## config.mk

```make
export PLATFORM = sky130hd
export DESIGN_NAME = iem_interrupt_enable_mask
export DESIGN_NICKNAME = d
export VERILOG_FILES = /design/src/rtl/iem_pkg.sv /design/src/rtl/iem_interrupt_enable_mask.sv
export SDC_FILE = /design/constraint.sdc
export NUM_CORES = 1
export LEC_CHECK = 0
export BUFFER_PORTS_ARGS = -buffer_cell sky130_fd_sc_hd__buf_2
export CAP_MARGIN = 20
export CORE_MARGIN = 4
export CORE_UTILIZATION = 30
export CTS_BUF_LIST = sky130_fd_sc_hd__clkbuf_4
export CTS_CLUSTER_SIZE = 20
export DETAILED_ROUTE_END_ITERATION = 7
export HOLD_SLACK_MARGIN = 0.03
export PLACE_DENSITY = 0.6
export SLEW_MARGIN = 20
export SYNTH_ARGS = -nofsm -noshare
export SYNTH_HDL_FRONTEND = slang
export SYNTH_SLANG_ARGS = --single-unit
```

## constraint.sdc

```tcl
create_clock -name mclk -period 1.3 [get_ports mclk]
set_input_delay 0.26 -clock mclk [delete_from_list [all_inputs] [get_ports mclk]]
set_output_delay 0.26 -clock mclk [all_outputs]
set_load 0.1 [all_outputs]
```

## src/rtl/iem_pkg.sv

```systemverilog
package iem_pkg;
  localparam logic [7:0] IEM_REG_ADDR = 8'hA8;
  localparam logic [7:0] IEM_RESET_VAL = 8'h00;
  localparam int IEM_POS_GLOBAL = 7;
  localparam int IEM_POS_SPI = 6;
  localparam int IEM_POS_T2 = 5;
  localparam int IEM_POS_UART = 4;
  localparam int IEM_POS_T1 = 3;
  localparam int IEM_POS_EXT1 = 2;
  localparam int IEM_POS_T0 = 1;
  localparam int IEM_POS_EXT0 = 0;
  localparam int IEM_NUM_SRC = 7;
endpackage
```

## src/rtl/iem_interrupt_enable_mask.sv

```systemverilog
`timescale 1ns/1ps
// Summary of operation
// - global gate clear blocks all sources
// - global gate set passes only sources whose mask bit is set
// - bit five gates both timer two flags
// - bit four gates the uart request
// - bit three gates timer one overflow
// - bit two gates external input one
// - masked requests sampled every clock cycle
module iem_interrupt_enable_mask
  import iem_pkg::*;
(
  input wire logic mclk,
  input wire logic rstn,
  input wire logic [7:0] sfrAddr,
  input wire logic sfrWrite,
  input wire logic [7:0] sfrWdata,
  input wire logic sfrBitWrite,
  input wire logic [2:0] sfrBitSel,
  input wire logic sfrBitVal,
  output logic [7:0] sfrRdata,
  input wire logic ext_irq_input_zero,
  input wire logic timer_zero_overflow_flag,
  input wire logic ext_irq_input_one,
  input wire logic timer_one_overflow_flag,
  input wire logic uartIrqFlag,
  input wire logic timer_two_low_overflow_flag,
  input wire logic timer_two_high_overflow_flag,
  input wire logic spiIrqFlag,
  output logic [6:0] maskedIrq,
  output logic irqPending
);
  logic [7:0] interrupt_enable_mask_reg;
  logic [7:0] next_interrupt_enable_mask_reg;
  logic [6:0] next_maskedIrq;
  logic next_irqPending;
  logic [7:0] next_sfrRdata;
  logic [6:0] rawIrq;
  logic global_irq_gate;

  assign global_irq_gate = interrupt_enable_mask_reg[IEM_POS_GLOBAL];

  // raw requests ordered by mask bit position
  always_comb begin
    rawIrq[IEM_POS_EXT0] = ext_irq_input_zero;
    rawIrq[IEM_POS_T0] = timer_zero_overflow_flag;
    rawIrq[IEM_POS_EXT1] = ext_irq_input_one;
    rawIrq[IEM_POS_T1] = timer_one_overflow_flag;
    rawIrq[IEM_POS_UART] = uartIrqFlag;
    rawIrq[IEM_POS_T2] = timer_two_low_overflow_flag | timer_two_high_overflow_flag;
    rawIrq[IEM_POS_SPI] = spiIrqFlag;
  end

  // one decode for the write, bit write and read paths
  function automatic logic addrHit(input logic [7:0] addr);
    return addr == IEM_REG_ADDR;
  endfunction

  // byte write wins over a bit write in the same cycle, so no merged value is stored
  always_comb begin
    next_interrupt_enable_mask_reg = interrupt_enable_mask_reg;
    if (sfrWrite && addrHit(sfrAddr)) begin
      next_interrupt_enable_mask_reg = sfrWdata;
    end else if (sfrBitWrite && addrHit(sfrAddr)) begin
      next_interrupt_enable_mask_reg[sfrBitSel] = sfrBitVal;
    end
  end

  always_ff @(posedge mclk or negedge rstn) begin
    if (!rstn) begin
      interrupt_enable_mask_reg <= IEM_RESET_VAL;
    end else begin
      interrupt_enable_mask_reg <= next_interrupt_enable_mask_reg;
    end
  end

  // other addresses read as zero, so several registers can share the read bus by an or
  always_comb begin
    next_sfrRdata = 8'h00;
    if (addrHit(sfrAddr)) begin
      next_sfrRdata = interrupt_enable_mask_reg;
    end
  end

  always_ff @(posedge mclk or negedge rstn) begin
    if (!rstn) begin
      sfrRdata <= 8'h00;
    end else begin
      sfrRdata <= next_sfrRdata;
    end
  end

  // flags come from logic on this clock, so no synchroniser; the flop costs one cycle
  always_comb begin
    next_maskedIrq = rawIrq & interrupt_enable_mask_reg[6:0];
    if (!global_irq_gate) begin
      next_maskedIrq = 7'h00;
    end
    next_irqPending = |next_maskedIrq;
  end

  always_ff @(posedge mclk or negedge rstn) begin
    if (!rstn) begin
      maskedIrq <= 7'h00;
      irqPending <= 1'h0;
    end else begin
      maskedIrq <= next_maskedIrq;
      irqPending <= next_irqPending;
    end
  end

  // global gate, and all source masks clear
  a_global_blocks_all: assert property (@(posedge mclk) disable iff (!rstn)
    !global_irq_gate |=> maskedIrq == 7'h00)
    else $error("request passed with global gate clear");

  a_pending_gated: assert property (@(posedge mclk) disable iff (!rstn)
    !global_irq_gate |=> !irqPending)
    else $error("pending raised with global gate clear");

  a_gate_open_pass: assert property (@(posedge mclk) disable iff (!rstn)
    global_irq_gate |=> maskedIrq == $past(rawIrq & interrupt_enable_mask_reg[6:0]))
    else $error("enabled request not passed");

  a_masks_all_clear: assert property (@(posedge mclk) disable iff (!rstn)
    (interrupt_enable_mask_reg[6:0] == 7'h00) |=> maskedIrq == 7'h00)
    else $error("request passed with every source masked");

  // timer two, either flag
  a_timer_two_gate: assert property (@(posedge mclk) disable iff (!rstn)
    (global_irq_gate && interrupt_enable_mask_reg[IEM_POS_T2] && timer_two_high_overflow_flag)
    |=> maskedIrq[IEM_POS_T2])
    else $error("timer two high flag lost");

  a_timer_two_low: assert property (@(posedge mclk) disable iff (!rstn)
    (global_irq_gate && interrupt_enable_mask_reg[IEM_POS_T2] && timer_two_low_overflow_flag)
    |=> maskedIrq[IEM_POS_T2])
    else $error("timer two low flag lost");

  a_timer_two_off: assert property (@(posedge mclk) disable iff (!rstn)
    !interrupt_enable_mask_reg[IEM_POS_T2] |=> !maskedIrq[IEM_POS_T2])
    else $error("timer two passed while masked");

  // uart
  a_uart_gate: assert property (@(posedge mclk) disable iff (!rstn)
    !interrupt_enable_mask_reg[IEM_POS_UART] |=> !maskedIrq[IEM_POS_UART])
    else $error("uart passed while masked");

  a_uart_pass: assert property (@(posedge mclk) disable iff (!rstn)
    (global_irq_gate && interrupt_enable_mask_reg[IEM_POS_UART] && uartIrqFlag)
    |=> maskedIrq[IEM_POS_UART])
    else $error("uart request lost");

  // timer one
  a_timer_one_gate: assert property (@(posedge mclk) disable iff (!rstn)
    !interrupt_enable_mask_reg[IEM_POS_T1] |=> !maskedIrq[IEM_POS_T1])
    else $error("timer one passed while masked");

  a_timer_one_pass: assert property (@(posedge mclk) disable iff (!rstn)
    (global_irq_gate && interrupt_enable_mask_reg[IEM_POS_T1] && timer_one_overflow_flag)
    |=> maskedIrq[IEM_POS_T1])
    else $error("timer one request lost");

  // external input one
  a_ext_one_gate: assert property (@(posedge mclk) disable iff (!rstn)
    (global_irq_gate && interrupt_enable_mask_reg[IEM_POS_EXT1] && ext_irq_input_one)
    |=> maskedIrq[IEM_POS_EXT1])
    else $error("external one lost");

  a_ext_one_off: assert property (@(posedge mclk) disable iff (!rstn)
    !interrupt_enable_mask_reg[IEM_POS_EXT1] |=> !maskedIrq[IEM_POS_EXT1])
    else $error("external one passed while masked");

  // spi, timer zero, external input zero
  a_low_bits_gate: assert property (@(posedge mclk) disable iff (!rstn)
    (!interrupt_enable_mask_reg[IEM_POS_SPI] && !interrupt_enable_mask_reg[IEM_POS_T0])
    |=> !maskedIrq[IEM_POS_SPI] && !maskedIrq[IEM_POS_T0])
    else $error("spi or t0 passed");

  a_ext_zero_off: assert property (@(posedge mclk) disable iff (!rstn)
    !interrupt_enable_mask_reg[IEM_POS_EXT0] |=> !maskedIrq[IEM_POS_EXT0])
    else $error("external zero passed while masked");

  a_spi_pass: assert property (@(posedge mclk) disable iff (!rstn)
    (global_irq_gate && interrupt_enable_mask_reg[IEM_POS_SPI] && spiIrqFlag)
    |=> maskedIrq[IEM_POS_SPI])
    else $error("spi request lost");

  a_timer_zero_pass: assert property (@(posedge mclk) disable iff (!rstn)
    (global_irq_gate && interrupt_enable_mask_reg[IEM_POS_T0] && timer_zero_overflow_flag)
    |=> maskedIrq[IEM_POS_T0])
    else $error("timer zero request lost");

  a_ext_zero_pass: assert property (@(posedge mclk) disable iff (!rstn)
    (global_irq_gate && interrupt_enable_mask_reg[IEM_POS_EXT0] && ext_irq_input_zero)
    |=> maskedIrq[IEM_POS_EXT0])
    else $error("external zero lost");

  // one cycle from pending request to output
  a_pending_follows: assert property (@(posedge mclk) disable iff (!rstn)
    irqPending == ($past(global_irq_gate) && ($past(rawIrq & interrupt_enable_mask_reg[6:0]) != 7'h00)))
    else $error("pending disagrees with requests");

  a_pending_rises: assert property (@(posedge mclk) disable iff (!rstn)
    (global_irq_gate && ((rawIrq & interrupt_enable_mask_reg[6:0]) != 7'h00)) |=> irqPending)
    else $error("enabled request not pending after one cycle");

  a_idle_quiet: assert property (@(posedge mclk) disable iff (!rstn)
    (rawIrq == 7'h00) |=> (maskedIrq == 7'h00) && !irqPending)
    else $error("request shown with no source raised");

  // register access
  a_write_takes: assert property (@(posedge mclk) disable iff (!rstn)
    (sfrWrite && addrHit(sfrAddr)) |=> interrupt_enable_mask_reg == $past(sfrWdata))
    else $error("register write lost");

  a_bit_write_lands: assert property (@(posedge mclk) disable iff (!rstn)
    (sfrBitWrite && !sfrWrite && addrHit(sfrAddr))
    |=> interrupt_enable_mask_reg[$past(sfrBitSel)] == $past(sfrBitVal))
    else $error("bit write lost");

  a_bit_write_keeps: assert property (@(posedge mclk) disable iff (!rstn)
    (sfrBitWrite && !sfrWrite && addrHit(sfrAddr))
    |=> (interrupt_enable_mask_reg & ~(8'h01 << $past(sfrBitSel)))
      == ($past(interrupt_enable_mask_reg) & ~(8'h01 << $past(sfrBitSel))))
    else $error("bit write touched other bits");

  a_foreign_write: assert property (@(posedge mclk) disable iff (!rstn)
    !addrHit(sfrAddr) |=> $stable(interrupt_enable_mask_reg))
    else $error("register changed by another address");

  a_read_mapped: assert property (@(posedge mclk) disable iff (!rstn)
    addrHit(sfrAddr) |=> sfrRdata == $past(interrupt_enable_mask_reg))
    else $error("read data differs from register");

  a_read_unmapped: assert property (@(posedge mclk) disable iff (!rstn)
    !addrHit(sfrAddr) |=> sfrRdata == 8'h00)
    else $error("other address read not zero");

  c_global_on: cover property (@(posedge mclk) disable iff (!rstn) $rose(global_irq_gate));
  c_pending: cover property (@(posedge mclk) disable iff (!rstn) irqPending);
  c_t2_low: cover property (@(posedge mclk) disable iff (!rstn)
    maskedIrq[IEM_POS_T2] && timer_two_low_overflow_flag);
  c_bit_write: cover property (@(posedge mclk) disable iff (!rstn) sfrBitWrite && addrHit(sfrAddr));
  c_byte_beats_bit: cover property (@(posedge mclk) disable iff (!rstn)
    sfrWrite && sfrBitWrite && addrHit(sfrAddr));
endmodule

```

==> results.yml, run 1 <==
clock_network:
  clock-sinks: 24
  cts_buffers: 3
  cts-root-buf: "clkbuf_4"
  cts_tree: "yes"
  clk_pin_slew_ps: 130
  htreeDepth: 1
  clk_latency_ps: 300
  cts.path.max_buffers: 2
floorplan:
  ios: 48
  die_h_microns: 68.5
  die_area_sq_um: 4690
  coreArea_sq_um: 3440
  fp-row-count: 21
  initial_utilization_pct: 31.9
  die_x_microns: 68.5
critical_path:
  rr_endpoint: "irqPending"
  r2r_slack_ps: 130
  cp_slowest_cell: "and4bb_1"
  cp_num_cells: 5
  arrival_ps: 1490
  crit_type: "primary input to flip-flop"
  r2r_cells: 3
  cpPeakStageDelay_ps: 420
  worst-path-buf-inv: 1
  worstSetupEndpointType: "flip-flop"
  setup.worst_path.start_class: "primary input"
  r2r_start: "interrupt_enable_mask_reg[7]"
  cp_cell_sequence: "buf_2 > and4bb_1 > a311oi_2 > a32o_1 > mux2_2"
  crit_path_max_fanout: 5
  crit_family: "compound AO/OA/AOI/OAI gates"
  cp.required_ps: 1500
finish:
  nets: 186
  final_area_sq_um: 1730
  fill_cells: 304
  syn2layout_area_growth_pct: 57.5
  num_antenna_cells: 0
  drive_gt1_share_pct: 45.8
  final_cells: 199
  fin_util_pct: 50.2
outcome:
  run_status: "finished, final reports clean"
yosys:
  synth_top_cell_by_area: "dfrtp_1"
  ys.warnings.count: 0
  synth_area_sq_um: 1100
  yosys.cell_types.count: 27
  netlist_instances: 95
  yosysTopAreaCellShare_pct: 54.7
  ys_seq_elements: 24
  synthesis.nets: 127
  seq_area_frac_synth_pct: 54.7
  synth.avg_cell_area_sq_um: 11.6
  synth_area_leaders: "dfrtp_1 55%, and3_1 8.6%, a22oi_1 4.1%, a31oi_1 3.4%, a21oi_1 2.7%"
sta:
  hold_viol_final: 0
  setup_ws_ps: 5.87
  hold_slack_ps: 222
  maxSlewHeadroom_pct: 66.0
  maxSlewViolCount: 0
  layout_min_cycle_time_ps: 1290
  rsz0062_at_grt: "no"
  setup_viol: 0
  tightest_slew_ps: 510
  final.setup.tns_ps: 0
  fmax_ghz: 0.773
  finalCritPeriodShare_pct: 99.5
  skew_ps: 3.95
global_routing:
  grt_usage_pct: 13.1
  grt_antenna_before_repair: 0
  grtUsageMet2_pct: 21.3
  use_met3_pct: 3.28
  grt_pass1_wl_mm: 4.68
  overflow: 0
  grt_pass1_vias: 1075
  use_met1_pct: 16.8
  grt_max_degree: 25
  busiest_layer: "met2"
place:
  place_congestion: 0.882
  place_ws_ps: -372
  dp.cells: 192
  hpwl_mm: 2.32
  placed_area_sq_um: 1670
  portBuffers: 47
worst_hold_path:
  min_from: "ext_irq_input_zero"
  hold-path-endpoint: "maskedIrq[0]"
  hold_depth: 2
  hold_path.class: "primary input to flip-flop"
pwr:
  p_leak_nw: 0.881
  peakVddDrop_v: 0.000248
  finalPower_mw: 1.27
  powerDensity_nw_per_um2: 737
drt:
  via_count: 987
  dr.pass1.iters: 4
  wl_per_cell_microns: 14.2
  via_per_inst: 4.96
  antenna_left: 0
  routed_wl_mm: 2.83
  drtIter0Drc: 36
  drc: 0
job:
  drv_cap: 0
==> cells in the mapped netlist (all sizes together) <==
cell type  instances
o21bai             4
o21ai              2
a22oi              6
nor4               1
clkbuf             1
a31o               2
and2               1
buf                4
a21oi              6
o211a              1
a31oi              6
dfrtp             24
and3              15
nand2b             3
a32o               2
inv                2
mux2               2
nor2b              2
nor2               3
nor3               1
a311oi             2
nand2              3
and4bb             1
nor4b              1
==> what timing repair did <==
item,4_1_cts,5_1_grt
pin swaps,1,1
gates resized for setup,0,2
endpoints found under the hold margin,24,0
setup buffers,1,1
setup endpoints to repair,1,8
hold buffers,1,0
==> layer usage <==
metal	vias to the layer above	share of wire, %
li1	474	-
met1	458	44
met2	49	45
met3	6	9.4
met4	0	1.5
met5	-	0
==> final cells by class <==
type / count / area [sq um] / area share, %
Sequential cell: 24 / 601 / 34.8
Timing Repair Buffer: 59 / 568 / 32.9
Multi-Input combinational cell: 64 / 468 / 27.1
Tap cell: 46 / 57.6 / 3.33
Clock buffer: 3 / 22.5 / 1.30
Inverter: 2 / 7.51 / 0.434
Clock inverter: 1 / 3.75 / 0.217
==> kinds of logic after synthesis <==
family / after synthesis / synth area share, %
multiplexers: 2 / 2.05
AND/OR/NAND/NOR: 31 / 18.5
buffers and inverters: 7 / 3.31
AO/OA/AOI/OAI: 31 / 21.4
flip-flops: 24 / 54.7
==> worst max-delay path by stage <==
stage	from	to	slack, ps
floorplan	sfrAddr[2]	interrupt_enable_mask_reg[3]	-110
global placement	sfrAddr[2]	interrupt_enable_mask_reg[7]	-280
detailed placement	sfrAddr[2]	interrupt_enable_mask_reg[7]	-370
CTS	sfrAddr[0]	interrupt_enable_mask_reg[7]	10
global route	sfrAddr[1]	interrupt_enable_mask_reg[6]	10
finish	sfrAddr[6]	interrupt_enable_mask_reg[7]	6
==> where the power goes <==
| group | switching (mW) | leakage (nW) | total (mW) | internal [mW] |
|---|---|---|---|---|
| Clock | 0.210 | 0.0154 | 0.322 | 0.112 |
| Sequential | 0.0139 | 0.333 | 0.778 | 0.764 |
| Combinational | 0.0904 | 0.532 | 0.175 | 0.0846 |
==> cell usage in the layout (no fill, tap or decap), types with 2 or more instances in the layout <==
cell type / n
buf_2: 31
dfrtp_1: 24
buf_12: 16
and3_1: 14
buf_4: 11
a22oi_1: 6
a21oi_1: 6
a31oi_1: 6
o21bai_1: 4
nand2_1: 3
nand2b_1: 3
nor2_1: 3
clkbuf_4: 3
nor2b_1: 2
inv_1: 2
a32o_1: 2
mux2_2: 2
a31o_2: 2
Power figures use the tool's default switching activity.
==> run 2, diff against run 1 <==
- SETUP_SLACK_MARGIN: not set -> 0.15
==> run 2 against run 1 <==
- global-route usage decreased by 0.41 points
- utilization grew 2.3 points
- worst setup slack improved by 96 ps
- wire length grew 1.6%
- critical path depth is the same
- final area increased by 4.6%
==> results.yml, run 2 (same netlist as run 1, synthesis figures left out) <==
outcome:
  run_status: "finished, final reports clean"
sta:
  maxSlewViolCount: 0
  skew_ps: 15.9
  setup_ws_ps: 101
  tightest_slew_ps: 502
  rsz0062_at_grt: "yes"
  layout_min_cycle_time_ps: 1200
  fmax_ghz: 0.834
  hold_viol_final: 0
  final.setup.tns_ps: 0
  finalCritPeriodShare_pct: 92.2
  setup_viol: 0
  maxSlewHeadroom_pct: 66.5
drt:
  via_per_inst: 4.97
  wl_per_cell_microns: 14.4
  dr.pass1.iters: 4
  wl_met2_mm: 1.35
  routed_wl_mm: 2.87
  drtIter0Drc: 34
  wl_met3_microns: 261
  drc: 0
  via_count: 993
  wl_met1_mm: 1.24
  top_layer_used: "met4"
  antenna_left: 0
global_routing:
  grt_antenna_before_repair: 0
  grt_usage_pct: 12.7
  overflow: 0
  grt_pass1_wl_mm: 4.51
  grt_pass1_vias: 1039
  grt_max_degree: 25
critical_path:
  cp_cell_sequence: "buf_2 > and4bb_4 > a311oi_4 > a32o_1 > mux2_2"
  cp_num_cells: 5
  r2r_cells: 4
  worst-path-buf-inv: 1
  crit_type: "primary input to flip-flop"
  critPathLaunch: "sfrAddr[6]"
  crit_path_max_fanout: 5
  cp_slowest_cell: "and4bb_4"
  r2r_start: "interrupt_enable_mask_reg[7]"
  cpPeakStageDelay_ps: 400
  worstSetupEndpointType: "flip-flop"
  cp.required_ps: 1510
  r2r_slack_ps: 220
  rr_endpoint: "irqPending"
  arrival_ps: 1410
  setup.worst_path.start_class: "primary input"
  crit_family: "simple AND/OR/NAND/NOR gates"
  crit_end: "interrupt_enable_mask_reg[7]"
finish:
  num_antenna_cells: 0
  final_common_cell: "buf_2"
  final_cells: 200
  drive_gt1_share_pct: 51.9
  layout_common_cells: "29 x buf_2, 23 x dfrtp_1, 16 x buf_12"
  fill_cells: 297
  final_area_sq_um: 1810
  nets: 188
  syn2layout_area_growth_pct: 64.8
floorplan:
  coreArea_sq_um: 3440
  die_x_microns: 68.5
  die_area_sq_um: 4690
  fp-row-count: 21
  die_h_microns: 68.5
  initial_utilization_pct: 31.9
  ios: 48
pwr:
  p_clk_share_pct: 24.0
  peakVddDrop_v: 0.000301
  p_sw_share_pct: 24.3
  power_frac_comb_pct: 15.1
  seq_power_share_pct: 60.9
  power_switching_mw: 0.310
  finalPower_mw: 1.28
  p_int_mw: 0.966
  powerDensity_nw_per_um2: 706
  p_leak_nw: 0.897
place:
  place_ws_ps: -361
  portBuffers: 47
  dp.cells: 192
  placed_area_sq_um: 1670
  place_congestion: 0.857
  hpwl_mm: 2.27
job:
  drv_cap: 0
clock_network:
  clk_pin_slew_ps: 130
  cts-root-buf: "clkbuf_4"
  clk_latency_ps: 300
  clock-sinks: 24
  cts_buffers: 3
  cts_tree: "yes"
  cts.path.max_buffers: 2
  htreeDepth: 1
worst_hold_path:
  hold_path.class: "primary input to flip-flop"
## run 2: changes by cell type in the layout (fill, tap and decap cells not counted), sizes merged
cell	change
buf	+2
clkinv	-1
## run 2: how the worst min path moves through the flow
stage | startpoint | endpoint | slack [ps] | cells after the start
after global placement | rstn | sfrRdata[7] | 260 | 1
after global routing | timer_two_low_overflow_flag | maskedIrq[5] | 210 | 2
after floorplan | rstn | interrupt_enable_mask_reg[0] | -40 | 0
after detailed placement | rstn | irqPending | 260 | 1
after CTS | timer_two_low_overflow_flag | maskedIrq[5] | 210 | 2
final | timer_two_low_overflow_flag | maskedIrq[5] | 210 | 2
## run 2: area by class of cell
class	count	area (sq um)	share of cell area, %
clock buffers	3	22.5	1.25
inverters	2	7.51	0.415
multi-input cells	64	519	28.7
flip-flops and latches	24	602	33.3
well taps	46	57.6	3.18
repair buffers	61	599	33.1
## run 2: timing repair
item | in CTS | in global routing
setup endpoints to repair | 20 | 24
gates resized for setup | 7 | 10
gates cloned | 0 | 0
setup buffers | 3 | 1
pin swaps | 4 | 5
hold endpoints to repair | 24 | 0
hold buffers | 1 | 0
## run 2: power by group through the flow
stage	sequential [mW]	clock (mW)	combinational, mW
CTS	0.778	0.312	0.182
global placement	0.792	0	0.164
finish	0.778	0.307	0.192
floorplan	0.789	0	0.0688
detailed placement	0.792	0	0.168
global route	0.780	0.344	0.210
## run 2: layer usage
metal,vias to the layer above,global-route usage (%)
li1,477,-
met1,461,15.1
met2,51,22.3
met3,4,3.28
met4,0,3.72
met5,-,0
## run 2: per-stage QoR
stage / util (%) / hold slack, ps
global placement: 48.5 / 256
floorplan: - / -35.6
finish: 52.5 / 214
detailed placement: 48.5 / 262
CTS: 50.9 / 214
global route: 52.5 / 215
